$ cat src/hw/mrl_pkg.sv
package mrl_pkg;

    // ********************************************************************
    // Widths of the core's data paths.
    // ********************************************************************
    localparam int WORD_W = 12;
    localparam int DATA_W = 8;
    localparam int FSEL_W = 5;

    // ********************************************************************
    // Instruction encodings and the masks that pick out their fixed bits.
    // ********************************************************************
    localparam logic [11:0] STORE_MASK = 12'hfe0;
    localparam logic [11:0] STORE_CODE = 12'h020;
    localparam logic [11:0] CFG_CODE   = 12'h002;
    localparam logic [11:0] IDLE_CODE  = 12'h000;
    localparam logic [11:0] RET_MASK   = 12'hf00;
    localparam logic [11:0] RET_CODE   = 12'h800;

    // ********************************************************************
    // Field positions inside the instruction word.
    // ********************************************************************
    localparam int FSEL_LSB = 0;
    localparam int LIT_LSB  = 0;

    // ********************************************************************
    // Reset values of the state held by this block.
    // ********************************************************************
    localparam logic [7:0] ACC_RST = 8'h00;
    localparam logic [7:0] CFG_RST = 8'hff;

    // ********************************************************************
    // Cycle counts of the instructions handled here.
    // ********************************************************************
    localparam int RET_CYCLES  = 2;
    localparam int ONE_CYCLE   = 1;

    // Execution phase: normal issue, or the discarded second cycle.
    typedef enum logic [0:0]
    {
        MRL_ISSUE   = 1'b0,
        MRL_DISCARD = 1'b1
    } mrl_state_e;

endpackage : mrl_pkg

$ cat src/hw/mrl_exec.sv
`timescale 1ns/100ps


module mrl_exec
    import mrl_pkg::*;
#(
    parameter int PC_W = 11
)
(
    // Clock and reset
    input  wire logic                mclk,
    input  wire logic                reset,
    // Instruction issue from fetch
    input  wire logic                instr_valid,
    input  wire logic [WORD_W-1:0]   instr_word,
    // Hardware stack
    input  wire logic [PC_W-1:0]     stack_top_entry,
    output logic                     stack_pop,
    // Program counter load
    output logic                     pc_load,
    output logic [PC_W-1:0]          pc_value,
    // Fetch control
    output logic                     fetch_flush,
    // File register write port
    output logic                     file_we,
    output logic [FSEL_W-1:0]        file_addr,
    output logic [DATA_W-1:0]        file_wdata,
    // Architectural state held here
    output logic [DATA_W-1:0]        accumulator,
    output logic [DATA_W-1:0]        prescale_cfg
);

    // ********************************************************************
    // Decode.
    // ********************************************************************

    logic              is_store;
    logic              is_cfg;
    logic              is_idle;
    logic              is_ret;
    logic [FSEL_W-1:0] file_sel;
    logic [DATA_W-1:0] literal;
    mrl_state_e        state;
    mrl_state_e        next_state;
    logic              issue;

    mrl_decode u_decode
    (
        .word     (instr_word),
        .is_store (is_store),
        .is_cfg   (is_cfg),
        .is_idle  (is_idle),
        .is_ret   (is_ret),
        .file_sel (file_sel),
        .literal  (literal)
    );

    // A word counts only in the issue phase; in the discard phase the
    // word already fetched after a return belongs to the old flow.
    assign issue = instr_valid && (state == MRL_ISSUE);

    // ********************************************************************
    // Phase sequencing.
    // ********************************************************************

    always_comb
    begin
        case (state)
            MRL_ISSUE:
            begin
                if (issue && is_ret)
                    next_state = MRL_DISCARD;
                else
                    next_state = MRL_ISSUE;
            end
            MRL_DISCARD:
            begin
                next_state = MRL_ISSUE;
            end
            default:
            begin
                next_state = MRL_ISSUE;
            end
        endcase
    end

    // The phase register; reset returns to normal issue.
    always_ff @(posedge mclk)
    begin
        if (reset)
            state <= MRL_ISSUE;
        else
            state <= next_state;
    end

    always_ff @(posedge mclk)
    begin
        if (reset)
            fetch_flush <= 1'b0;
        else
            fetch_flush <= (next_state == MRL_DISCARD);
    end

    // ********************************************************************
    // Accumulator.
    // ********************************************************************

    // Only the return word writes the accumulator here. No status flag is
    // touched by anything in this block, so none leaves it.
    // literal load
    always_ff @(posedge mclk)
    begin
        if (reset)
            accumulator <= ACC_RST;
        else if (issue && is_ret)
            accumulator <= literal;
    end

    // ********************************************************************
    // File register write.
    // ********************************************************************

    // The write is a one-cycle strobe with address and data registered
    // beside it, so the file array sees a clean, aligned request.
    // store to file
    always_ff @(posedge mclk)
    begin
        if (reset)
        begin
            file_we    <= 1'b0;
            file_addr  <= '0;
            file_wdata <= '0;
        end
        else
        begin
            file_we <= issue && is_store;
            if (issue && is_store)
            begin
                file_addr  <= file_sel;
                file_wdata <= accumulator;
            end
        end
    end

    // ********************************************************************
    // Prescaler configuration and idle word.
    // ********************************************************************

    // The idle word needs no logic: it matches nothing that writes state.
    // config load
    always_ff @(posedge mclk)
    begin
        if (reset)
            prescale_cfg <= CFG_RST;
        else if (issue && is_cfg)
            prescale_cfg <= accumulator;
    end

    // ********************************************************************
    // Return address and stack pop.
    // ********************************************************************

    // The stack top is captured with the pop so the counter sees the value
    // from before the stack moves.
    // pop into counter
    always_ff @(posedge mclk)
    begin
        if (reset)
        begin
            pc_load   <= 1'b0;
            stack_pop <= 1'b0;
            pc_value  <= '0;
        end
        else
        begin
            pc_load   <= issue && is_ret;
            stack_pop <= issue && is_ret;
            if (issue && is_ret)
                pc_value <= stack_top_entry;
        end
    end

    // ********************************************************************
    // Assertions.
    // ********************************************************************

    property p_store;
        @(posedge mclk) disable iff (reset)
        (issue && is_store) |=> file_we && file_addr == $past(file_sel)
            && file_wdata == $past(accumulator);
    endproperty
    a_store: assert property (p_store)
        else $error("store word did not write the file register");

    property p_literal;
        @(posedge mclk) disable iff (reset)
        (issue && is_ret) |=> accumulator == $past(literal);
    endproperty
    a_literal: assert property (p_literal)
        else $error("return word did not load the literal");

    property p_return_pc;
        @(posedge mclk) disable iff (reset)
        (issue && is_ret) |=> pc_load && stack_pop
            && pc_value == $past(stack_top_entry);
    endproperty
    a_return_pc: assert property (p_return_pc)
        else $error("return word did not pop the stack into the counter");

    property p_two_cycle;
        @(posedge mclk) disable iff (reset)
        (issue && is_ret) |=> state == MRL_DISCARD && fetch_flush
            ##1 state == MRL_ISSUE && !fetch_flush;
    endproperty
    a_two_cycle: assert property (p_two_cycle)
        else $error("return did not take exactly two cycles");

    property p_discard;
        @(posedge mclk) disable iff (reset)
        (state == MRL_DISCARD) |=> !file_we && !pc_load
            && $stable(accumulator) && $stable(prescale_cfg);
    endproperty
    a_discard: assert property (p_discard)
        else $error("discarded word changed state");

    property p_cfg;
        @(posedge mclk) disable iff (reset)
        (issue && is_cfg) |=> prescale_cfg == $past(accumulator)
            && $stable(accumulator) && !file_we;
    endproperty
    a_cfg: assert property (p_cfg)
        else $error("config word did not load the prescaler config");

    property p_idle;
        @(posedge mclk) disable iff (reset)
        (issue && is_idle) |=> !file_we && !pc_load && !fetch_flush
            && $stable(accumulator) && $stable(prescale_cfg);
    endproperty
    a_idle: assert property (p_idle)
        else $error("idle word changed state");

endmodule : mrl_exec

$ cat src/hw/mrl_decode.sv
`timescale 1ns/100ps

module mrl_decode
    import mrl_pkg::*;
(
    // Instruction word from fetch
    input  wire logic [WORD_W-1:0] word,
    // Decoded kind of the word
    output logic                   is_store,
    output logic                   is_cfg,
    output logic                   is_idle,
    output logic                   is_ret,
    // Operand fields
    output logic [FSEL_W-1:0]      file_sel,
    output logic [DATA_W-1:0]      literal
);

    // ********************************************************************
    // Pattern matching of the four words handled by this block.
    // ********************************************************************

    // Each pattern is exclusive, so at most one kind is ever set.
    always_comb
    begin
        is_store = (word & STORE_MASK) == STORE_CODE;
        is_cfg   = word == CFG_CODE;
        is_idle  = word == IDLE_CODE;
        is_ret   = (word & RET_MASK) == RET_CODE;
    end

    // Operand fields are extracted unconditionally; users gate them.
    assign file_sel = word[FSEL_LSB +: FSEL_W];
    assign literal  = word[LIT_LSB +: DATA_W];

endmodule : mrl_decode

$ cat config.mk
export PLATFORM = sky130hd
export DESIGN_NAME = mrl_exec
export DESIGN_NICKNAME = d
export VERILOG_FILES = /design/src/hw/mrl_pkg.sv /design/src/hw/mrl_exec.sv /design/src/hw/mrl_decode.sv
export SDC_FILE = /design/constraint.sdc
export NUM_CORES = 1
export LEC_CHECK = 0
export BUFFER_PORTS_ARGS = -buffer_cell sky130_fd_sc_hd__buf_2
export CAP_MARGIN = 5
export CORE_MARGIN = 3
export CORE_UTILIZATION = 42
export CTS_CLUSTER_SIZE = 8
export DETAILED_ROUTE_END_ITERATION = 6
export GPL_TIMING_DRIVEN = 0
export PLACE_DENSITY = 0.71
export SYNTH_ARGS = -nofsm -noshare
export SYNTH_HDL_FRONTEND = slang
export SYNTH_SLANG_ARGS = --single-unit
$ cat constraint.sdc
create_clock -name mclk -period 2.1 [get_ports mclk]
set_input_delay 0.105 -clock mclk [delete_from_list [all_inputs] [get_ports mclk]]
set_output_delay 0.105 -clock mclk [all_outputs]
set_load 0.02 [all_outputs]
## Word-level counts from Yosys, hierarchy flattened

Index checks and enable logic that the tools add are counted.

- Bits in registers: 43

- Equal/unequal tests: 3
- Multiplexer cells: 2
- Bitwise gates (word level): 1
- Reduce and logical (&&, ||, !) cells: 4

Operator list:

| operator | number |
|---|---|
| $eq A12 B2 Y1 const B | 1 |
| $eq A7 B1 Y1 const B | 1 |
| $eq A4 B4 Y1 const B | 1 |
| $logic_and A1 B1 Y1 | 4 |
| $pmux W1 S2 | 1 |
| $mux W1 | 1 |
| $not A1 Y1 | 1 |

## Depth between registers and ports, before layout

Gate-level depths: netlist of run 1.

- Word-level depth: 5
- Gate-level depth with buffers: 5
- Mapped depth without buffers: 3

## Hierarchy

A second synthesis of run 1 with hierarchy kept.

- Cell total of the unflattened synthesis: 199
- Area, all modules: 1994.4 um^2

By module, submodules not included:

| module | times used | cells each | area an instance (um^2) | seq. area each (um^2) |
|---|---|---|---|---|
| mrl_exec | 1 | 175 | 1829.3 | 860.8 |
| mrl_decode | 1 | 24 | 165.2 | 0.0 |

## Worst setup path before layout of run 1

No wires, ideal clock.

- Path kind: reg2reg
- From: register fetch_flush (netlist name)
- To: register file_addr[0]
- Data arrival time: 1.411 ns
- Path slack: 0.557 ns
- Cell stages (with the launch flop): 6
- Buffers on the path: 2
- Clock period less this slack: 1.543 ns
- Cells stage by stage: dfxtp_1 > or4b_1 > buf_2 > buf_4 > o31ai_2 > a21oi_1

RTL lines:

| what | RTL line | source |
|---|---|---|
| end signal, assigned | mrl_exec.sv:139 | `file_addr <= file_sel;` |
| end, declared | mrl_exec.sv:26 | `output logic [FSEL_W-1:0] file_addr,` |

==> flow_summary.ini, run 1 <==
[critical_path]
cp_top_family = simple AND/OR/NAND/NOR gates
cp.arrival_ns = 1.82
worst_path_largest_cell_delay_ns = 0.44
path_max_fanout = 8
critical_path_class = reg2reg
critical_path_buf_inv_count = 1
crit_slowest_cell = nor4b_2
cp-start-kind = register
worstPathRequired_ns = 2.33
crit_chain = nor4b_2 > and4_1 > buf_2 > mux2i_1
crit_path_end_kind = register

[floorplanning]
die_h_um = 72.1
initial_core_util_pct = 44.6
die_w_um = 72.1
core_region_area_um2 = 4120
die_area_um2 = 5200
row_count = 23
io-pin-count = 70

[sta]
worst_pin_slew_ns = 0.645
clock.fmax_ghz = 0.630
min_period_over_period_pct = 75.6
setup_tns_ns = 0
hold_viol = 0
finalCriticalPeriod_ns = 1.59
rsz0062_at_grt = false
setup_violations = 0
slew_headroom_pct = 56.8
setup_slack_ns = 0.512
finClkSkew_ns = 0.00622
slew_viol_final = 0

[clock_network]
hold_buffers = 0
cts.sinks = 43
ctsHtreeMaxLevel = 2
clkLatencyLatePin_ns = 0.30
post_cts_buffers = 0
cts_root_buf = clkbuf_8
cts_max_path_buffers = 2
cts_tree = yes
cts-resized-gates = 0
clk_pin_slew_ns = 0.08
cts_buffers = 5

[synthesis]
synthFlopType = dfxtp_1
syn_area_um2 = 1840
syn_avg_cell_area_um2 = 9.09
ys.warnings.count = 0
synthArstFlopShare_pct = 0
syn_inst = 202
synth_nets = 228
ys_types = 27
ys_ff_latch = 43
synth_edf_count = 0
ys_seq_area_share_pct = 46.9

[power]
peakVddDrop_mv = 0.370
p_leak_nw = 0.919
power_mw = 1.55
power.density_nw_per_um2 = 661

[drt]
antenna_left = 0
drcViolationCount = 0
drt_first_pass_iters = 4
vias = 1807
wire_per_inst_um = 14.6
drt-vias-per-instance = 5.53
totalWireLength_um = 4780
first_iter_violations = 148

[run_status]
status = completed

[worst_hold_path]
holdCritPathClass = in2reg

[cells_and_area]
drive_gt1_share_pct = 35.7
finish.utilization_pct = 56.8
syn_to_final_growth_pct = 27.3
insertedDiodeCount = 0
nFillCells = 394
nets = 302

[job]
drv_cap = 0

[global_routing]
grt_pass1_vias = 1643
grt-ovfl-total = 0
antenna_found_initial = 0
grt_pass1_wl_um = 7820
grt_max_degree = 14
grt_util_all_layers_pct = 18.9

[placed_design]
place_ws_ns = 0.538
place_hpwl_um = 3490
port_buffers = 67
finalWeightedCongestion = 0.825
==> layout by cell type (no fill, tap or decap) <==
master / instances
nor3_1: 2
nand4bb_1: 1
buf_2: 74
nand4_1: 13
nor4_2: 1
inv_1: 1
and4_1: 1
o21ai_0: 19
nor4b_2: 1
o31ai_1: 4
clkbuf_8: 7
nand3_1: 19
nor4bb_1: 1
buf_12: 1
or2_2: 1
mux2i_1: 8
nor4_1: 1
o31ai_2: 8
buf_6: 1
o31ai_4: 1
or4_4: 1
clkbuf_1: 13
dfxtp_1: 43
or4b_1: 1
a21oi_1: 32
nor2_1: 18
clkinvlp_4: 1
buf_4: 2
nor4b_1: 1
==> state kept, by name (all words and copies together), names as in the netlist <==
name / flops
file_addr: 5
pc_value: 11
file_wdata: 8
fetch_flush: 1
pc_load: 1
prescale_cfg: 8
file_we: 1
accumulator: 8
==> metal layers <==
| layer | part of all wire (%) | wire length (um) | global-route usage, % | up-vias |
|---|---|---|---|---|
| met5 | 0 | 0 | 0 | - |
| met4 | 1.6 | 78 | 5.85 | 0 |
| met3 | 8.4 | 401 | 5.26 | 10 |
| met2 | 46 | 2180 | 29.0 | 67 |
| met1 | 44 | 2120 | 25.9 | 842 |
| li1 | - | - | - | 888 |
==> cell type report <==
class	count	area, um^2	share of cell area (%)
plain buffers	24	130	5.57
clock buffers	7	96.3	4.12
clock inverters	1	7.51	0.321
inverters	1	3.75	0.161
multi-input cells	134	841	36.0
flip-flops and latches	43	861	36.8
well taps	50	62.6	2.68
repair buffers	67	335	14.3
==> cells in the mapped netlist, types with 2 or more instances <==
library cell  number  area [um^2]
nand4_1           13         81.3
clkbuf_1          13         48.8
buf_2              7         35.0
nand3_1           19         95.1
dfxtp_1           43          861
buf_4              2         15.0
o31ai_2            8          100
mux2i_1            8         80.1
o21ai_0           19         95.1
o31ai_1            4         30.0
nor2_1            18         67.6
nor3_1             2         10.0
a21oi_1           32          160
==> per-stage QoR <==
step,instances,hold WS (ns),instance area [um^2]
after floorplan,202,0.253,1840
after global placement,319,0.359,2230
after detailed placement,319,0.363,2230
after CTS,327,0.0419,2340
after global routing,327,0.0534,2340
final,327,0.0472,2340
==> worst min-delay path, stage by stage <==
cell and delay (ns):
buf_2 0.09, nand3_1 0.05, a21oi_1 0.05
==> cell families after synthesis <==
| logic type | Yosys count | share of synthesized area [%] |
|---|---|---|
| buffers and inverters | 25 | 7.29 |
| flip-flops | 43 | 46.9 |
| AO/OA/AOI/OAI | 64 | 22.2 |
| AND/OR/NAND/NOR | 62 | 19.3 |
| multiplexers | 8 | 4.36 |
==> worst paths after layout <==
check	endpoint	cells after the start	startpoint	slack (ns)
min	pc_value[5]$_SDFFE_PP0P_	3	stack_top_entry[5]	0.05
max	prescale_cfg[4]$_SDFFE_PP1P_	4	fetch_flush$_SDFF_PP0_	0.51
min reg2reg	file_wdata[3]$_SDFFE_PP0P_	2	file_wdata[3]$_SDFFE_PP0P_	0.47
max reg2reg	prescale_cfg[4]$_SDFFE_PP1P_	4	fetch_flush$_SDFF_PP0_	0.51
==> report_power, final <==
part / total (mW) / internal, mW / switching, mW
registers: 0.823 / 0.820 / 0.00377
clock network: 0.587 / 0.299 / 0.288
logic: 0.134 / 0.0431 / 0.0911
Note: power is estimated with default switching activity, not from simulation.
==> run 2, diff against run 1 <==
clock period = 1.6 ns   (was 2.1 ns; I/O delays follow)
==> run 2 against run 1 <==
Compared with the run above:
- routed wire length is 0.59% higher
- critical path depth up 1
- largest power group unchanged
- clock skew barely moved
- critical path type unchanged
- clock-buffer cell count did not move
- register-to-register slack got worse by 0.45 ns
- sequential share of layout area shrank 0.37 points
- die area unchanged
- final cell count unchanged
- clock power grew 32%
- largest cell class is now multi-input combinational cells
- total power up 32%
==> flow_summary.ini, run 2 (synthesis results as in run 1) <==
[run_status]
status = completed

[floorplanning]
die_h_um = 72.1
die_w_um = 72.1
row_count = 23
die_area_um2 = 5200
initial_core_util_pct = 44.6
core_region_area_um2 = 4120
io-pin-count = 70

[placed_design]
port_buffers = 67
dp_cells = 319
finalWeightedCongestion = 0.825
place_hpwl_um = 3490
place_area_um2 = 2230

[cells_and_area]
insertedDiodeCount = 0
finish.utilization_pct = 57.6
syn_to_final_growth_pct = 29.2
largest_reg_flops = 11
nFillCells = 392
final_common_cell = buf_2
drive_gt1_share_pct = 36.1
regMostFlops = pc_value
fin_cells = 327
design_area_um2 = 2370
nets = 302
regArea_um2 = 865
most-common-layout-cells = buf_2 (74), dfxtp_1 (42), a21oi_1 (32)
multi_input_area_um2 = 867

[drt]
first_iter_violations = 133
antenna_left = 0
totalWireLength_um = 4810
wire_per_inst_um = 14.7
vias = 1803
drcViolationCount = 0
drt_first_pass_iters = 4
drt-vias-per-instance = 5.51

[power]
power_mw = 2.04
p_comb_share_pct = 8.9
p_leak_nw = 0.928
power.switching_mw = 0.510
clock_power_share_pct = 38.1
power.density_nw_per_um2 = 859
power_frac_seq_pct = 53.0
p_int_mw = 1.53
peakVddDrop_mv = 0.485
swShare_pct = 25.1

[sta]
finalCriticalPeriod_ns = 1.54
hold_viol = 0
holdWs_ns = 0.0214
worst_pin_slew_ns = 0.635
setup_violations = 0
min_period_over_period_pct = 96.2
slew_viol_final = 0
slew_headroom_pct = 57.5
rsz0062_at_grt = true
finClkSkew_ns = 0.00628
clock.fmax_ghz = 0.650

[critical_path]
r2r_start = fetch_flush$_SDFF_PP0_
cp.arrival_ns = 1.71
worstPathRequired_ns = 1.77
r2r_slack_ns = 0.06
cp-start-kind = register
crit_path_end_kind = register
critical_path_class = reg2reg
reg2reg_depth = 5
path_max_fanout = 10
r2r_end = file_wdata[5]$_SDFFE_PP0P_
cp-startpoint = fetch_flush$_SDFF_PP0_

[clock_network]
cts_buffers = 5
cts_root_buf = clkbuf_8
cts_tree = yes
clkLatencyLatePin_ns = 0.30
cts.sinks = 43
cts_max_path_buffers = 2
clk_pin_slew_ns = 0.08
ctsHtreeMaxLevel = 2

[global_routing]
grt_util_all_layers_pct = 18.9
antenna_found_initial = 0
grt_max_degree = 14
grt_pass1_vias = 1643
grt_pass1_wl_um = 7820
grt-ovfl-total = 0

[worst_hold_path]
whs_endpoint = pc_value[5]$_SDFFE_PP0P_
worstHoldStart = stack_top_entry[5]
min_path_cells = 3
holdCritPathClass = in2reg

[job]
drv_cap = 0
## run 2: area by class of cell
class | count | area share, %
multi-input combinational | 134 | 36.6
sequential | 43 | 36.5
timing repair buffer | 67 | 14.1
buffer | 24 | 5.65
clock buffer | 7 | 4.06
tap | 50 | 2.64
clock inverter | 1 | 0.317
inverter | 1 | 0.158
## run 2: per-stage QoR
step	setup TNS [ns]	setup slack [ns]
floorplan	0	0.0567
global placement	0	0.0680
detailed placement	0	0.0379
CTS	0	0.00931
global route	-0.0225	-0.0117
finish	0	0.0614
## run 2: critical path, cell delays in order (launching register included)
cell and delay [ns]:
dfxtp_4 0.37, or4b_1 0.45, buf_2 0.16, buf_6 0.16, o31ai_2 0.18, a21oi_1 0.09
## run 2: worst max path at each step
stage / end / slack, ns / cells past startpoint
finish: file_wdata[5]$_SDFFE_PP0P_ / 0.06 / 5
global route: file_wdata[5]$_SDFFE_PP0P_ / -0.01 / 5
CTS: prescale_cfg[4]$_SDFFE_PP1P_ / 0.009 / 4
detailed placement: prescale_cfg[4]$_SDFFE_PP1P_ / 0.04 / 4
global placement: file_wdata[4]$_SDFFE_PP0P_ / 0.07 / 5
floorplan: file_addr[0]$_SDFFE_PP0P_ / 0.06 / 5
## run 2: what timing repair did
| action | 4_1_cts | 5_1_grt |
|---|---|---|
| setup endpoints to repair | 0 | 17 |
| setup buffers | 0 | 0 |
| gates resized for setup | 0 | 6 |
| hold buffers | 0 | 0 |
## run 2: power groups by stage
stage,Sequential (mW),Combinational (mW),Clock [mW]
final,1.08,0.181,0.775
after CTS,1.08,0.175,0.782
after global placement,1.11,0.173,0
after floorplan,1.11,0.0921,0
after detailed placement,1.11,0.174,0
after global routing,1.08,0.198,0.839
## run 2: per-layer routing
metal / vias up / track usage, % / share of wire, % / routed length [um]
met5: - / 0 / 0 / 0
met4: 0 / 5.85 / 1.3 / 64
met3: 8 / 5.26 / 7.5 / 363
met2: 62 / 29.0 / 46 / 2230
met1: 842 / 25.9 / 45 / 2160
li1: 891 / - / - / -
==> run 3, diff against run 2 <==
CTS_CLUSTER_SIZE = not set   (was 8)
PLACE_DENSITY = 0.7   (was 0.71)
SYNTH_HIERARCHICAL = 1   (was not set)
==> run 3 against run 2 <==
Compared with the run above:
- register-to-register slack gained 0.34 ns
- total power down 1.4%
- largest power group unchanged
- sequential power is essentially flat
- non-clock buffer count is 3 higher
- sequential share of layout area fell by 1.9 points
- die area is 7.3% higher
- worst setup slack better by 0.20 ns
- largest cell class unchanged
- global-route usage shrank 3.2 points
- routed wire length is 12% lower
- final cell count is 0.61% lower
==> flow_summary.ini, run 3 <==
[critical_path]
critical_path_class = in2reg
r2r_end = pc_value[7]$_SDFFE_PP0P_
crit_slowest_cell = or3_4
reg2reg_depth = 4
crit_chain = buf_2 > or3_4 > nor3_1 > and3b_2 > buf_4 > mux2i_1
critical_path_buf_inv_count = 2
worst_path_largest_cell_delay_ns = 0.39
cp.arrival_ns = 1.56
cp_top_family = simple AND/OR/NAND/NOR gates
worstPathRequired_ns = 1.83
r2r_slack_ns = 0.40
r2r_start = fetch_flush$_SDFF_PP0_
path_max_fanout = 10
cp-start-kind = input port
crit_path_end_kind = register

[cells_and_area]
most-common-layout-cells = buf_2 (71), nand2b_1 (56), dfxtp_1 (43)
regMostFlops = pc_value
syn_to_final_growth_pct = 25.5
insertedDiodeCount = 0
largest_reg_flops = 11
drive_gt1_share_pct = 37.4
design_area_um2 = 2490
fin_cells = 325
finish.utilization_pct = 56.0
nets = 298
final_common_cell = buf_2

[sta]
finalCriticalPeriod_ns = 1.34
min_period_over_period_pct = 83.5
setup_violations = 0
hold_viol = 0
slew_headroom_pct = 72.5
holdWs_ns = 0.0461
slew_viol_final = 0
setup_tns_ns = 0
rsz0062_at_grt = false
finClkSkew_ns = 0.00439
clock.fmax_ghz = 0.749
worst_pin_slew_ns = 0.413
setup_slack_ns = 0.265

[global_routing]
grt_pass1_vias = 1422
grt_util_all_layers_pct = 15.8
grt_max_degree = 13
grt-busiest-layer = met2
use_met2_pct = 25.2
grt_pass1_wl_um = 6670
grt-ovfl-total = 0
antenna_found_initial = 0
grt.met1_usage_pct = 21.2
grtUsageMet3_pct = 3.34

[floorplanning]
die_w_um = 74.7
die_h_um = 74.7
initial_core_util_pct = 44.6
core_region_area_um2 = 4440
row_count = 24
io-pin-count = 70
die_area_um2 = 5580

[placed_design]
finalWeightedCongestion = 0.753
port_buffers = 68
place_hpwl_um = 3210
dp_cells = 317
place_area_um2 = 2390
place_ws_ns = -0.0519

[worst_hold_path]
holdCritPathClass = in2reg
min_path_cells = 3
worstHoldStart = stack_top_entry[10]
whs_endpoint = pc_value[10]$_SDFFE_PP0P_

[drt]
drt_first_pass_iters = 4
antenna_left = 0
totalWireLength_um = 4260
wire_per_inst_um = 13.1
drt-vias-per-instance = 4.63
vias = 1506
first_iter_violations = 58
drcViolationCount = 0

[clock_network]
cts_max_path_buffers = 2
hold_buffers = 0
cts_buffers = 5
cts.sinks = 43
post_cts_buffers = 0
clk_pin_slew_ns = 0.08
cts_root_buf = clkbuf_8
cts-resized-gates = 0
ctsHtreeMaxLevel = 2
clkLatencyLatePin_ns = 0.29
cts_tree = yes

[power]
power.density_nw_per_um2 = 807
p_leak_nw = 1.09
peakVddDrop_mv = 0.564
power_mw = 2.01

[synthesis]
syn_area_um2 = 1980
syn_avg_cell_area_um2 = 10.1
ys.warnings.count = 6
syn_inst = 197
synth_nets = 223

[run_status]
status = completed

[job]
drv_cap = 0
[run 3: cell type report]
type | instances | area [um^2]
buffer | 26 | 181
clock buffer | 8 | 100
fill | 425 | 1960
inverter | 2 | 7.51
multi-input combinational | 126 | 932
sequential | 43 | 861
tap | 52 | 65.1
timing repair buffer | 68 | 340
[run 3: worst max-delay path by stage]
stage                                       endpoint           from  depth (start not counted)  slack, ns
after floorplan            file_addr[0]$_SDFFE_PP0P_  instr_word[9]                          5       0.26
after global placement     file_addr[0]$_SDFFE_PP0P_  instr_word[9]                          6      -0.04
after detailed placement  file_wdata[1]$_SDFFE_PP0P_  instr_word[9]                          6      -0.05
after CTS                  file_addr[0]$_SDFFE_PP0P_  instr_word[9]                          6       0.25
after global routing       file_addr[0]$_SDFFE_PP0P_  instr_word[9]                          6       0.12
final                      file_addr[3]$_SDFFE_PP0P_  instr_word[9]                          6       0.26
[run 3: metal layers]
| layer | wire length, um | up-vias |
|---|---|---|
| li1 | - | 780 |
| met1 | 2060 | 678 |
| met2 | 1940 | 42 |
| met3 | 201 | 6 |
| met4 | 55 | 0 |
| met5 | 0 | - |
[run 3: report_power, final]
group          total, mW  switching [mW]  internal, mW
clock              0.754           0.360         0.394
sequential          1.08         0.00430          1.08
combinational      0.173          0.0796        0.0934
[run 3: worst reg2reg max path, stage by stage (launching register included)]
cell and delay (ns):
dfxtp_1 0.36, and3b_1 0.24, buf_6 0.19, buf_12 0.16, mux2i_1 0.19
